[config.mk]
export PLATFORM = sky130hd
export DESIGN_NAME = cct_compare_unit
export DESIGN_NICKNAME = d
export VERILOG_FILES = /design/src/verilog/cct_compare_unit.v /design/src/verilog/cct_table_ram.v
export VERILOG_INCLUDE_DIRS = /design/src /design/src/verilog
export SDC_FILE = /design/constraint.sdc
export NUM_CORES = 2
export LEC_CHECK = 0
export BUFFER_PORTS_ARGS = -buffer_cell sky130_fd_sc_hd__buf_2
export CORE_MARGIN = 2
export CORE_UTILIZATION = 50
export CTS_CLUSTER_DIAMETER = 40
export DETAILED_ROUTE_END_ITERATION = 10
export PLACE_DENSITY_LB_ADDON = 0.2
export SYNTH_ARGS = -nofsm -noshare
export SYNTH_HDL_FRONTEND = slang
export SYNTH_SLANG_ARGS = --single-unit
[constraint.sdc]
create_clock -name clk -period 48.6 [get_ports clk]
set_clock_uncertainty 0.2 [all_clocks]
set_input_delay 0 -clock clk [delete_from_list [all_inputs] [get_ports clk]]
set_output_delay 0 -clock clk [all_outputs]
set_load 0.05 [all_outputs]
[src/verilog/cct_consts.vh]
/*
   Constants of the counter compare table unit: command codes, table
   layout, special task words and limits.
   Assumes it is included by bare name from the design files.
*/
`ifndef CCT_CONSTS_VH
`define CCT_CONSTS_VH

// ----------------------------------------------------------------------
// Port and control codes
// ----------------------------------------------------------------------
`define CCT_PORT_MAX      16'h0005
`define CCT_CODE_MAX      16'h0003
`define CCT_CODE_TGT_RUN  16'h0000
`define CCT_CODE_RNG_RUN  16'h0001
`define CCT_CODE_TGT_ONLY 16'h0002
`define CCT_CODE_RNG_ONLY 16'h0003

// ----------------------------------------------------------------------
// Table layout
// ----------------------------------------------------------------------
`define CCT_TBL_WORDS     5'h1E
`define CCT_TBL_LAST      5'h1D
`define CCT_MAX_TARGETS   16'h0006
`define CCT_TGT_STRIDE    3
`define CCT_RNG_STRIDE    5
`define CCT_DIR_BIT       15
`define CCT_TASK_MASK     16'h7FFF
`define CCT_TASK_OFF      16'hFFFF
`define CCT_TASK_QUIET    16'hAAAA

`endif

[src/verilog/cct_compare_unit.v]
/*
   Comparison unit for up to six high-speed counters: takes a staged
   target or range table, checks it, holds it and raises task events.
   Assumes counter values, modes and commands come from logic on clk.
*/
// What this block does
// - Port code 0..5 on enabled counter, else error
// - Code 0 stores target table, starts comparing
// - Code 1 stores range table, compares
// - Codes 2/3 store and halt comparison; start awaits command
// - Stop command halts comparison, whatever started it
// - Table stays until replaced or program mode
// - Each accepted code 0/1 command restarts comparison; pulse it
// - Target table: count, then value, task
// - Target count zero or above six errors
// - Value equal to target raises task event
// - Task bit 15 selects up or down
// - Every target compared every cycle
// - Duplicate value and direction errors, linear incremental mode
// - Down direction in incremental mode errors
// - Reversal on wrong-direction target: no event
// - Range table: six lower, upper, task
// - Upper below lower errors
// - All six ranges disabled errors
// - Range entry fires once, lowest first
// - Task AAAA updates flags, no event
// - Ring mode value above maximum errors
// - Other method while running errors, else clear
`timescale 1ns/100ps
`include "cct_consts.vh"
module cct_compare_unit
#(
   parameter NCNT = 6
)
(
   // Clock and reset
   input  wire              clk,
   input  wire              rst_b,
   // Table staging words
   input  wire              tbl_wr_en,
   input  wire [4:0]        tbl_wr_addr,
   input  wire [15:0]       tbl_wr_data,
   // Table register command
   input  wire              trc_valid,
   input  wire [15:0]       trc_port,
   input  wire [15:0]       trc_code,
   output wire              trc_ready,
   output reg               trc_done,
   // Mode control command
   input  wire              mcc_start,
   input  wire              mcc_stop,
   input  wire [15:0]       mcc_port,
   // Counter state and configuration
   input  wire [NCNT-1:0]   hsc_enabled,
   input  wire [NCNT-1:0]   incr_pulse_mode,
   input  wire [NCNT-1:0]   ring_mode,
   input  wire [NCNT-1:0]   count_down,
   input  wire [NCNT*32-1:0] present_count_value,
   input  wire [NCNT*32-1:0] ring_max,
   input  wire              program_mode,
   // Results
   output reg               instruction_error_flag,
   output reg               cmp_running,
   output reg               cmp_method,
   output reg               evt_valid,
   output reg  [15:0]       evt_task,
   output reg  [5:0]        range_in_progress
);

   // ----------------------------------------------------------------------
   // Loader states
   // ----------------------------------------------------------------------
   localparam ST_IDLE  = 3'b001;
   localparam ST_LOAD  = 3'b010;
   localparam ST_CHECK = 3'b100;

   reg  [2:0]  state_reg;
   reg  [4:0]  ld_addr_reg;
   reg  [4:0]  cap_idx_reg;
   reg         cap_en_reg;
   reg  [15:0] cmd_port_reg;
   reg  [15:0] cmd_code_reg;
   wire [15:0] ram_data;

   // Staged table, filled during the load walk.
   reg  [31:0] cand_lo [0:5];
   reg  [31:0] cand_hi [0:5];
   reg  [15:0] cand_task [0:5];
   reg  [15:0] cand_cnt_reg;

   // Table in force.
   reg  [31:0] act_lo [0:5];
   reg  [31:0] act_hi [0:5];
   reg  [15:0] act_task [0:5];
   reg  [2:0]  act_cnt_reg;
   reg  [2:0]  act_port_reg;
   reg         tbl_valid_reg;

   reg  [31:0] pv_prev_reg;
   reg  [5:0]  pend_reg;

   // Each process owns its loop index, so none is driven twice.
   integer     i;
   integer     ci;
   integer     cj;
   integer     ki;
   integer     gi;
   integer     xi;

   assign trc_ready = state_reg[0];

   cct_table_ram
   #(
      .AW    (5),
      .DW    (16),
      .DEPTH (32)
   )
   u_ram
   (
      .clk     (clk),
      .rst_b   (rst_b),
      .wr_en   (tbl_wr_en),
      .wr_addr (tbl_wr_addr),
      .wr_data (tbl_wr_data),
      .rd_addr (ld_addr_reg),
      .rd_data (ram_data)
   );

   // ----------------------------------------------------------------------
   // Table check
   // ----------------------------------------------------------------------
   wire       cmd_rng  = cmd_code_reg[0];
   wire       port_ok  = (cmd_port_reg <= `CCT_PORT_MAX);
   wire [2:0] psel     = port_ok ? cmd_port_reg[2:0] : 3'h0;
   wire       c_incr   = incr_pulse_mode[psel];
   wire       c_ring   = ring_mode[psel];
   wire [31:0] c_rmax  = ring_max[psel*32 +: 32];
   reg        err;
   reg        all_off;
   reg        used_i;

   always @*
   begin
      err     = 1'b0;
      all_off = 1'b1;
      used_i  = 1'b0;
      if (!port_ok || !hsc_enabled[psel])
         err = 1'b1;
      if (cmd_code_reg > `CCT_CODE_MAX)
         err = 1'b1;
      if (cmp_running && (cmp_method != cmd_rng))
         err = 1'b1;
      if (!cmd_rng)
      begin
         if ((cand_cnt_reg == 16'h0000) ||
             (cand_cnt_reg > `CCT_MAX_TARGETS))
            err = 1'b1;
         for (ci = 0; ci < 6; ci = ci + 1)
         begin
            used_i = (ci < cand_cnt_reg);
            if (used_i && c_incr && cand_task[ci][`CCT_DIR_BIT])
               err = 1'b1;
            if (used_i && c_ring && (cand_lo[ci] > c_rmax))
               err = 1'b1;
            for (cj = ci + 1; cj < 6; cj = cj + 1)
            begin
               if (used_i && (cj < cand_cnt_reg) && c_incr && !c_ring &&
                   (cand_lo[ci] == cand_lo[cj]) &&
                   (cand_task[ci][`CCT_DIR_BIT] ==
                    cand_task[cj][`CCT_DIR_BIT]))
                  err = 1'b1;
            end
         end
      end
      else
      begin
         for (ci = 0; ci < 6; ci = ci + 1)
         begin
            if (cand_task[ci] != `CCT_TASK_OFF)
            begin
               all_off = 1'b0;
               if (c_ring ? (cand_hi[ci] < cand_lo[ci]) :
                   ($signed(cand_hi[ci]) < $signed(cand_lo[ci])))
                  err = 1'b1;
               if (c_ring && ((cand_lo[ci] > c_rmax) ||
                              (cand_hi[ci] > c_rmax)))
                  err = 1'b1;
            end
         end
         if (all_off)
            err = 1'b1;
      end
   end

   // ----------------------------------------------------------------------
   // Comparison against the present count value
   // ----------------------------------------------------------------------
   wire [31:0] pv  = present_count_value[act_port_reg*32 +: 32];
   wire        dir = count_down[act_port_reg];
   wire        act_ring = ring_mode[act_port_reg];
   reg  [5:0]  hit;
   reg  [5:0]  inr;
   reg  [5:0]  grant;
   reg         lo_ok;
   reg         hi_ok;

   always @*
   begin
      hit   = 6'h00;
      inr   = 6'h00;
      lo_ok = 1'b0;
      hi_ok = 1'b0;
      for (ki = 0; ki < 6; ki = ki + 1)
      begin
         // A hit needs arrival on the value, so sitting on it or
         // reversing there in the wrong direction never fires.
         if (cmp_running && !cmp_method && (ki < act_cnt_reg) &&
             (pv != pv_prev_reg) && (pv == act_lo[ki]) &&
             (act_task[ki][`CCT_DIR_BIT] == dir))
            hit[ki] = 1'b1;
         lo_ok = act_ring ? (act_lo[ki] <= pv) :
                 ($signed(act_lo[ki]) <= $signed(pv));
         hi_ok = act_ring ? (pv <= act_hi[ki]) :
                 ($signed(pv) <= $signed(act_hi[ki]));
         if (cmp_running && cmp_method &&
             (act_task[ki] != `CCT_TASK_OFF) && lo_ok && hi_ok)
            inr[ki] = 1'b1;
      end
   end

   // Lowest pending entry is served first, the rest in later cycles.
   always @*
   begin
      grant = 6'h00;
      for (gi = 5; gi >= 0; gi = gi - 1)
      begin
         if (pend_reg[gi])
            grant = 6'h01 << gi;
      end
   end

   wire [5:0] entry    = inr & ~range_in_progress;
   wire [5:0] new_pend = cmp_method ? entry : hit;
   reg  [2:0] gidx;
   reg  [15:0] gtask;

   always @*
   begin
      gidx = 3'h0;
      for (xi = 0; xi < 6; xi = xi + 1)
      begin
         if (grant[xi])
            gidx = xi[2:0];
      end
      gtask = act_task[gidx];
   end

   // ----------------------------------------------------------------------
   // Loader and command sequencing
   // ----------------------------------------------------------------------
   wire port_match_start = (mcc_port == {13'h0000, act_port_reg});
   wire restart = state_reg[2] && !err;

   always @(posedge clk)
   begin
      if (!rst_b)
      begin
         state_reg              <= ST_IDLE;
         ld_addr_reg            <= 5'h00;
         cap_idx_reg            <= 5'h00;
         cap_en_reg             <= 1'b0;
         cmd_port_reg           <= 16'h0000;
         cmd_code_reg           <= 16'h0000;
         cand_cnt_reg           <= 16'h0000;
         act_cnt_reg            <= 3'h0;
         act_port_reg           <= 3'h0;
         tbl_valid_reg          <= 1'b0;
         cmp_running            <= 1'b0;
         cmp_method             <= 1'b0;
         instruction_error_flag <= 1'b0;
         trc_done               <= 1'b0;
         for (i = 0; i < 6; i = i + 1)
         begin
            cand_lo[i]   <= 32'h00000000;
            cand_hi[i]   <= 32'h00000000;
            cand_task[i] <= 16'h0000;
            act_lo[i]    <= 32'h00000000;
            act_hi[i]    <= 32'h00000000;
            act_task[i]  <= 16'h0000;
         end
      end
      else
      begin
         trc_done    <= 1'b0;
         cap_idx_reg <= ld_addr_reg;
         cap_en_reg  <= state_reg[1];
         if (cap_en_reg)
         begin
            if (cmd_rng)
            begin
               for (i = 0; i < 6; i = i + 1)
               begin
                  if (cap_idx_reg == i * `CCT_RNG_STRIDE)
                     cand_lo[i][15:0] <= ram_data;
                  if (cap_idx_reg == i * `CCT_RNG_STRIDE + 1)
                     cand_lo[i][31:16] <= ram_data;
                  if (cap_idx_reg == i * `CCT_RNG_STRIDE + 2)
                     cand_hi[i][15:0] <= ram_data;
                  if (cap_idx_reg == i * `CCT_RNG_STRIDE + 3)
                     cand_hi[i][31:16] <= ram_data;
                  if (cap_idx_reg == i * `CCT_RNG_STRIDE + 4)
                     cand_task[i] <= ram_data;
               end
            end
            else
            begin
               if (cap_idx_reg == 5'h00)
                  cand_cnt_reg <= ram_data;
               for (i = 0; i < 6; i = i + 1)
               begin
                  if (cap_idx_reg == i * `CCT_TGT_STRIDE + 1)
                     cand_lo[i][15:0] <= ram_data;
                  if (cap_idx_reg == i * `CCT_TGT_STRIDE + 2)
                     cand_lo[i][31:16] <= ram_data;
                  if (cap_idx_reg == i * `CCT_TGT_STRIDE + 3)
                     cand_task[i] <= ram_data;
               end
            end
         end
         case (state_reg)
            ST_IDLE:
            begin
               ld_addr_reg <= 5'h00;
               if (trc_valid)
               begin
                  cmd_port_reg <= trc_port;
                  cmd_code_reg <= trc_code;
                  state_reg    <= ST_LOAD;
               end
            end
            ST_LOAD:
            begin
               if (ld_addr_reg != `CCT_TBL_LAST)
                  ld_addr_reg <= ld_addr_reg + 5'h01;
               if (cap_en_reg && (cap_idx_reg == `CCT_TBL_LAST))
                  state_reg <= ST_CHECK;
            end
            ST_CHECK:
            begin
               state_reg              <= ST_IDLE;
               trc_done               <= 1'b1;
               instruction_error_flag <= err;
               if (!err)
               begin
                  // A rejected table leaves the one in force untouched.
                  for (i = 0; i < 6; i = i + 1)
                  begin
                     act_lo[i]   <= cand_lo[i];
                     act_hi[i]   <= cand_hi[i];
                     act_task[i] <= cand_task[i];
                  end
                  act_cnt_reg   <= cand_cnt_reg[2:0];
                  act_port_reg  <= psel;
                  tbl_valid_reg <= 1'b1;
                  cmp_method    <= cmd_rng;
                  cmp_running   <= !cmd_code_reg[1];
               end
            end
            default:
            begin
               state_reg <= ST_IDLE;
            end
         endcase
         if (!state_reg[2] && mcc_start && tbl_valid_reg &&
             port_match_start)
            cmp_running <= 1'b1;
         if (!state_reg[2] && mcc_stop && port_match_start)
            cmp_running <= 1'b0;
         if (program_mode)
         begin
            tbl_valid_reg <= 1'b0;
            cmp_running   <= 1'b0;
         end
      end
   end

   // ----------------------------------------------------------------------
   // Event issue
   // ----------------------------------------------------------------------
   always @(posedge clk)
   begin
      if (!rst_b)
      begin
         pv_prev_reg       <= 32'h00000000;
         pend_reg          <= 6'h00;
         range_in_progress <= 6'h00;
         evt_valid         <= 1'b0;
         evt_task          <= 16'h0000;
      end
      else
      begin
         pv_prev_reg <= pv;
         evt_valid   <= 1'b0;
         if (restart || program_mode)
         begin
            // Clearing the flags lets a value already inside a range fire
            // once more after the table is stored again.
            pend_reg          <= 6'h00;
            range_in_progress <= 6'h00;
         end
         else
         begin
            pend_reg          <= (pend_reg & ~grant) | new_pend;
            range_in_progress <= inr;
            if (grant != 6'h00)
            begin
               if (!(cmp_method && (gtask == `CCT_TASK_QUIET)))
               begin
                  evt_valid <= 1'b1;
                  evt_task  <= cmp_method ? gtask :
                               (gtask & `CCT_TASK_MASK);
               end
            end
         end
      end
   end

endmodule

[src/verilog/cct_table_ram.v]
/*
   Staging memory for one comparison table, written by the host word by
   word and read back by the table loader.
   Assumes a single clock; read data appear one cycle after the address.
*/
`timescale 1ns/100ps
module cct_table_ram
#(
   parameter AW    = 5,
   parameter DW    = 16,
   parameter DEPTH = 32
)
(
   // Clock and reset
   input  wire          clk,
   input  wire          rst_b,
   // Write side
   input  wire          wr_en,
   input  wire [AW-1:0] wr_addr,
   input  wire [DW-1:0] wr_data,
   // Read side
   input  wire [AW-1:0] rd_addr,
   output reg  [DW-1:0] rd_data
);

   reg [DW-1:0] mem [0:DEPTH-1];

   // ----------------------------------------------------------------------
   // Storage
   // ----------------------------------------------------------------------
   always @(posedge clk)
   begin
      if (wr_en)
      begin
         mem[wr_addr] <= wr_data;
      end
   end

   always @(posedge clk)
   begin
      if (!rst_b)
      begin
         rd_data <= {DW{1'b0}};
      end
      else
      begin
         rd_data <= mem[rd_addr];
      end
   end

endmodule
## Yosys cells after proc, flatten, opt, wreduce, memory -nomap -nowiden

Memory sizes are Yosys's and may differ from the RTL's. A register that Yosys moved wholly into a read port is not among the register bits.
Index checks and enable logic that the tools add are counted.

- Add/subtract/negate cells: 1
- Order comparisons: 65
- Equal/unequal tests: 95
- Shifts and indexed selects: 2
- Mux-type cells: 418
- Bitwise operators: 77
- Reduce and logical (&&, ||, !) cells: 191

Operators by type and width:

| kind | number |
|---|---|
| two-way mux 16 bit | 55 |
| <= comparator 32 bit | 24 |
| equality test 32 bit | 21 |
| > comparator 32 bit | 12 |
| < comparator 32 bit | 12 |
| two-way mux 32 bit | 12 |
| indexed part select 192 x 9 -> 32 bit | 2 |
| two-way mux 1 bit | 329 |
| inequality test 16 bit (second input constant) | 12 |
| logical AND 1 bit | 158 |
| equality test 5 bit (second input constant) | 14 |
| OR 1 bit | 66 |
| two-way mux 6 bit | 7 |
| equality test 5 x 4 -> 1 bit (second input constant) | 8 |
| < comparator 1 x 16 -> 1 bit (first input constant) | 2 |
| < comparator 2 x 16 -> 1 bit (first input constant) | 2 |
| < comparator 3 x 16 -> 1 bit (first input constant) | 2 |
| inequality test 32 bit | 1 |
| equality test 1 bit | 21 |
| two-way mux 3 bit | 7 |
| equality test 5 x 3 -> 1 bit (second input constant) | 4 |
| equality test 16 bit (second input constant) | 1 |
| equality test 16 x 3 -> 1 bit | 1 |
| > comparator 16 x 2 -> 1 bit (second input constant) | 1 |
| other kinds (34) | 75 |

- Bits in registers: 134
- Bits in writable memories: 1472
- Bits of input ports: 484
- Logic and storage cells: 875
- Memories kept: 7

Memories:

| name | depth | width | read ports | clocked after memory_dff | wr ports | line | RTL |
|---|---|---|---|---|---|---|---|
| u_ram.mem | 32 | 16 | 1 | 1 | 1 | cct_table_ram.v:26 | `reg [DW-1:0] mem [0:DEPTH-1];` |
| act_hi | 6 | 32 | 6 | 0 | 6 | cct_compare_unit.v:93 | `reg [31:0] act_hi [0:5];` |
| act_lo | 6 | 32 | 6 | 0 | 6 | cct_compare_unit.v:92 | `reg [31:0] act_lo [0:5];` |
| cand_hi | 6 | 32 | 6 | 0 | 6 | cct_compare_unit.v:87 | `reg [31:0] cand_hi [0:5];` |
| cand_lo | 6 | 32 | 6 | 0 | 6 | cct_compare_unit.v:86 | `reg [31:0] cand_lo [0:5];` |
| act_task | 6 | 16 | 7 | 0 | 6 | cct_compare_unit.v:94 | `reg [15:0] act_task [0:5];` |
| +1 memories | -- | -- | -- | -- | -- | -- |  |

## Longest topological paths before layout

- Word-level depth: 43
- Mapped depth: 24
- Mapped depth without buffers: 19

## Modules after synthesis

From an unflattened synthesis, not the netlist that was laid out.

- Cell total of the unflattened synthesis: 8251
- Area total of the unflattened synthesis: 95188.8 sq um

Modules (own cells, without submodules):

| module | instances | cells each | area each (sq um) | seq. area each (sq um) |
|---|---|---|---|---|
| cct_compare_unit | 1 | 7358 | 75172.1 | 31510.2 |
| cct_table_ram | 1 | 893 | 20016.7 | 15695.1 |

## Worst setup path after synthesis

OpenSTA, ideal clock, no wires.

- Kind: register to register
- From: reg cmd_port_reg[2]
- To: mem act_hi[0][0], enable pin
- Setup time: 0.826 ns
- Arrival time: 14.655 ns
- Data required time: 47.574 ns
- Slack: 32.919 ns
- Cell stages (with the launch flop): 23
- Period minus slack after synthesis: 15.681 ns
- Cell sequence: dfxtp_1 clkbuf_1 a211o_1 or4_1 clkbuf_1 clkbuf_1 clkbuf_1 nor2_1 a21oi_1 o221a_2 a21oi_1 ha_1 and4_1 nand3_1 or3_1 or4_1 o211ai_1 nand2_1 o31ai_1 nand4_1 o32ai_1 nor2_1 inv_1

RTL lines:

| item | line | RTL |
|---|---|---|
| start: declaration | cct_compare_unit.v:81 | `reg [15:0] cmd_port_reg;` |
| start signal: assignment | cct_compare_unit.v:336 | `cmd_port_reg <= trc_port;` |
| end: declaration | cct_compare_unit.v:93 |  |

==> impl_metrics.env <==
export IMPL_die_h_um=440.1
export IMPL_max_clock_freq_mhz=82.84
export IMPL_io_buffers=511
export IMPL_rsz0062_at_grt="no"
export IMPL_worst_pin_slew_ns=1.555
export IMPL_cts_made_buffers=228
export IMPL_layout_min_cycle_time_ns=12.07
export IMPL_routed_wl_mm=424.6
export IMPL_ys_seq_area_share_pct=49.65
export IMPL_drc=0
export IMPL_hp_class="in2reg"
export IMPL_nets=10450
export IMPL_root_buffer="clkbuf_16"
export IMPL_die_w_um=440.1
export IMPL_clk_latency_ns=0.95
export IMPL_finalHoldViolCount=0
export IMPL_die_area_um2=193700
export IMPL_cts_tree="yes"
export IMPL_cts_sinks=1622
export IMPL_drtIter0Drc=10880
export IMPL_yosys_warnings=0
export IMPL_p_leak_uw=0.04476
export IMPL_clockBufferDepth=3
export IMPL_synth_ff_type="edfxtp_1"
export IMPL_start_util_pct=50.15
export IMPL_gp_congestion=1.060
export IMPL_slew_headroom_pct=-4.440
export IMPL_final_antenna_net_count=0
export IMPL_syn_instance_count=8166
export IMPL_violations="max-capacitance violations, max-slew violations"
export IMPL_min_path_cells=5
export IMPL_top_register="u_ram.mem"
export IMPL_ys_types=85
export IMPL_r2r_setup_slack_ns=36.53
export IMPL_min_from="present_count_value[125]"
export IMPL_postSynth_asyncResetShare_pct=0
export IMPL_rows=160
export IMPL_path_common_cell="buf_4"
export IMPL_post_route_period_util_pct=24.84
export IMPL_core_area_um2=189600
export IMPL_wl_per_cell_um=36.07
export IMPL_crit_arrival_ns=12.42
export IMPL_worstReg2RegEnd="act_task[3][8]"
export IMPL_synthesis_area_um2=95080
export IMPL_startpoint="cmd_port_reg[2]"
export IMPL_dp_final_hpwl_mm=293.9
export IMPL_drt_pass1_iterations=6
export IMPL_hold_end="pv_prev_reg[29]"
export IMPL_grt_pass1_wl_mm=569.6
export IMPL_setup_violations=0
export IMPL_vias=76050
export IMPL_cp_required_ns=48.95
export IMPL_syn_nets=9607
export IMPL_area_delta_synth_final_pct=18.41
export IMPL_grt_use_total_pct=43.09
export IMPL_antenna_found_initial=58
export IMPL_slowest_delay_ns=1.03
export IMPL_grt_pass1_vias=72200
export IMPL_clk_pin_slew_worst_paths_ns=0.05
export IMPL_r2r_start="cmd_port_reg[2]"
export IMPL_ir_drop_mv=0.03643
export IMPL_avgViaCountPerCell=6.462
export IMPL_largest_reg_flops=512
export IMPL_h_tree_depth=4
export IMPL_end_kind="flip-flop"
export IMPL_fin_util_pct=59.38
export IMPL_avgSynthCellArea_um2=11.64
export IMPL_drive_gt1_share_pct=16.92
export IMPL_placedCellCount=11010
export IMPL_overflow=0
export IMPL_synth_edff_count=1472
export IMPL_final_cells=11770
export IMPL_outcome="finished, violations left"
export IMPL_r2r_cells=26
export IMPL_fin_tns_setup_ns=0
export IMPL_cp_start_kind="flip-flop"
export IMPL_ys_ff_latch=1622
export IMPL_cap_violations=1
export IMPL_io_pins=512
export IMPL_drv_slew=2
export IMPL_grt_max_degree=115
export IMPL_crit_type="reg2reg"
export IMPL_cp_max_fo=80
export IMPL_p_per_area_nw_per_um2=34.46
export IMPL_slowest_stage="a21oi_1"
## cell families after synthesis
group	Yosys count	synth area share (%)
DFF	1622	49.65
adders and majority gates	957	12.59
AOI/OAI and AO/OA	1240	8.368
and+or+nand+nor	2533	14.65
muxes	303	5.798
xor gates and xnor gates	549	5.057
buffers and inverters	962	3.885
## routing by layer
layer	wire length [µm]	GRT usage [%]	vias to the layer above
met2	181600	62.94	5366
met1	154900	54.78	37590
li1	-	-	31770
met5	321	0.5707	-
met4	35590	31.08	22
met3	52150	12.23	1308
## worst max-delay path, delay by kind of cell, from the launching register on
| kind | cells | cell delay (ns) |
|---|---|---|
| compound gates | 9 | 3.54 |
| fa+ha+maj | 1 | 0.30 |
| buf+inv | 9 | 5.39 |
| flops | 1 | 0.52 |
| simple gates | 7 | 1.50 |
## metrics by stage
stage | hold WS (ns) | instance area [µm²] | worst slack [ns] | total power [µW]
after floorplan | -0.1011 | 95080 | 32.92 | 1915
after global placement | 0.04124 | 101600 | 37.15 | 2151
after detailed placement | 0.04625 | 101600 | 36.93 | 2163
after CTS | 0.009073 | 112500 | 36.97 | 3860
after global routing | 0.04760 | 112500 | 36.24 | 3978
final | 0.04561 | 112600 | 36.53 | 3879
## cells in the final DEF, fill, tap and decap left out, drive strengths merged, types with 201 or more instances in the layout
cell type    instances
ha                 957
inv                505
a21oi              469
xor2               348
xnor2              201
nand4              276
buf                825
nor2               341
clkbuf             267
edfxtp            1472
and2               975
nand2              377
dlygate4sd3        285
## worst max path at each step
stage / cells after the start / slack [ns] / to
2_1_floorplan: 22 / 32.92 / act_hi[0][0]
3_3_place_gp: 25 / 37.15 / act_task[0][7]
3_5_place_dp: 25 / 36.93 / act_task[0][7]
4_1_cts: 25 / 36.97 / act_task[3][8]
5_1_grt: 25 / 36.24 / act_task[0][7]
6_report: 26 / 36.53 / act_task[3][8]
## power by group
part | total, µW | internal, µW | switching (µW)
Combinational | 546 | 200 | 346
Clock | 1700 | 1000 | 697
Sequential | 1640 | 1570 | 69.7
## Yosys cell counts (61+ instances only)
cell type  instances  share of area [%]
mux4_2           197                4.7
a21oi_1          468                2.5
nand4_1          276                1.8
nor2b_1           61               0.40
xnor2_1          201                1.9
a21o_1           149                1.2
nor4_1           142               0.93
mux2i_1           94               0.99
clkbuf_1         413                1.6
xor2_1           348                3.2
nand3_1          131               0.69
ha_1             957                 13
dfxtp_1          150                3.2
nand2_1          377                1.5
inv_1            466                1.8
nor3_1            82               0.43
nor2_1           341                1.3
and2_1           974                6.4
o21a_1            64               0.51
o21ai_0          198                1.0
edfxtp_1        1472                 46
## repair_timing
item	4_1_cts	5_1_grt
hold endpoints to repair	1223	0
buffers inserted	0	0
hold buffers	287	0
resized for setup	0	0
## final cells by class
class	count	area [µm²]
Fill cell	15040	77000
Sequential cell	1622	47280
Multi-Input combinational cell	5582	44540
Timing Repair Buffer	1110	7792
Clock buffer	267	6030
Tap cell	2511	3142
Clock inverter	166	1922
Inverter	467	1763
Antenna cell	45	112.6
Power figures use the tool's default switching activity.
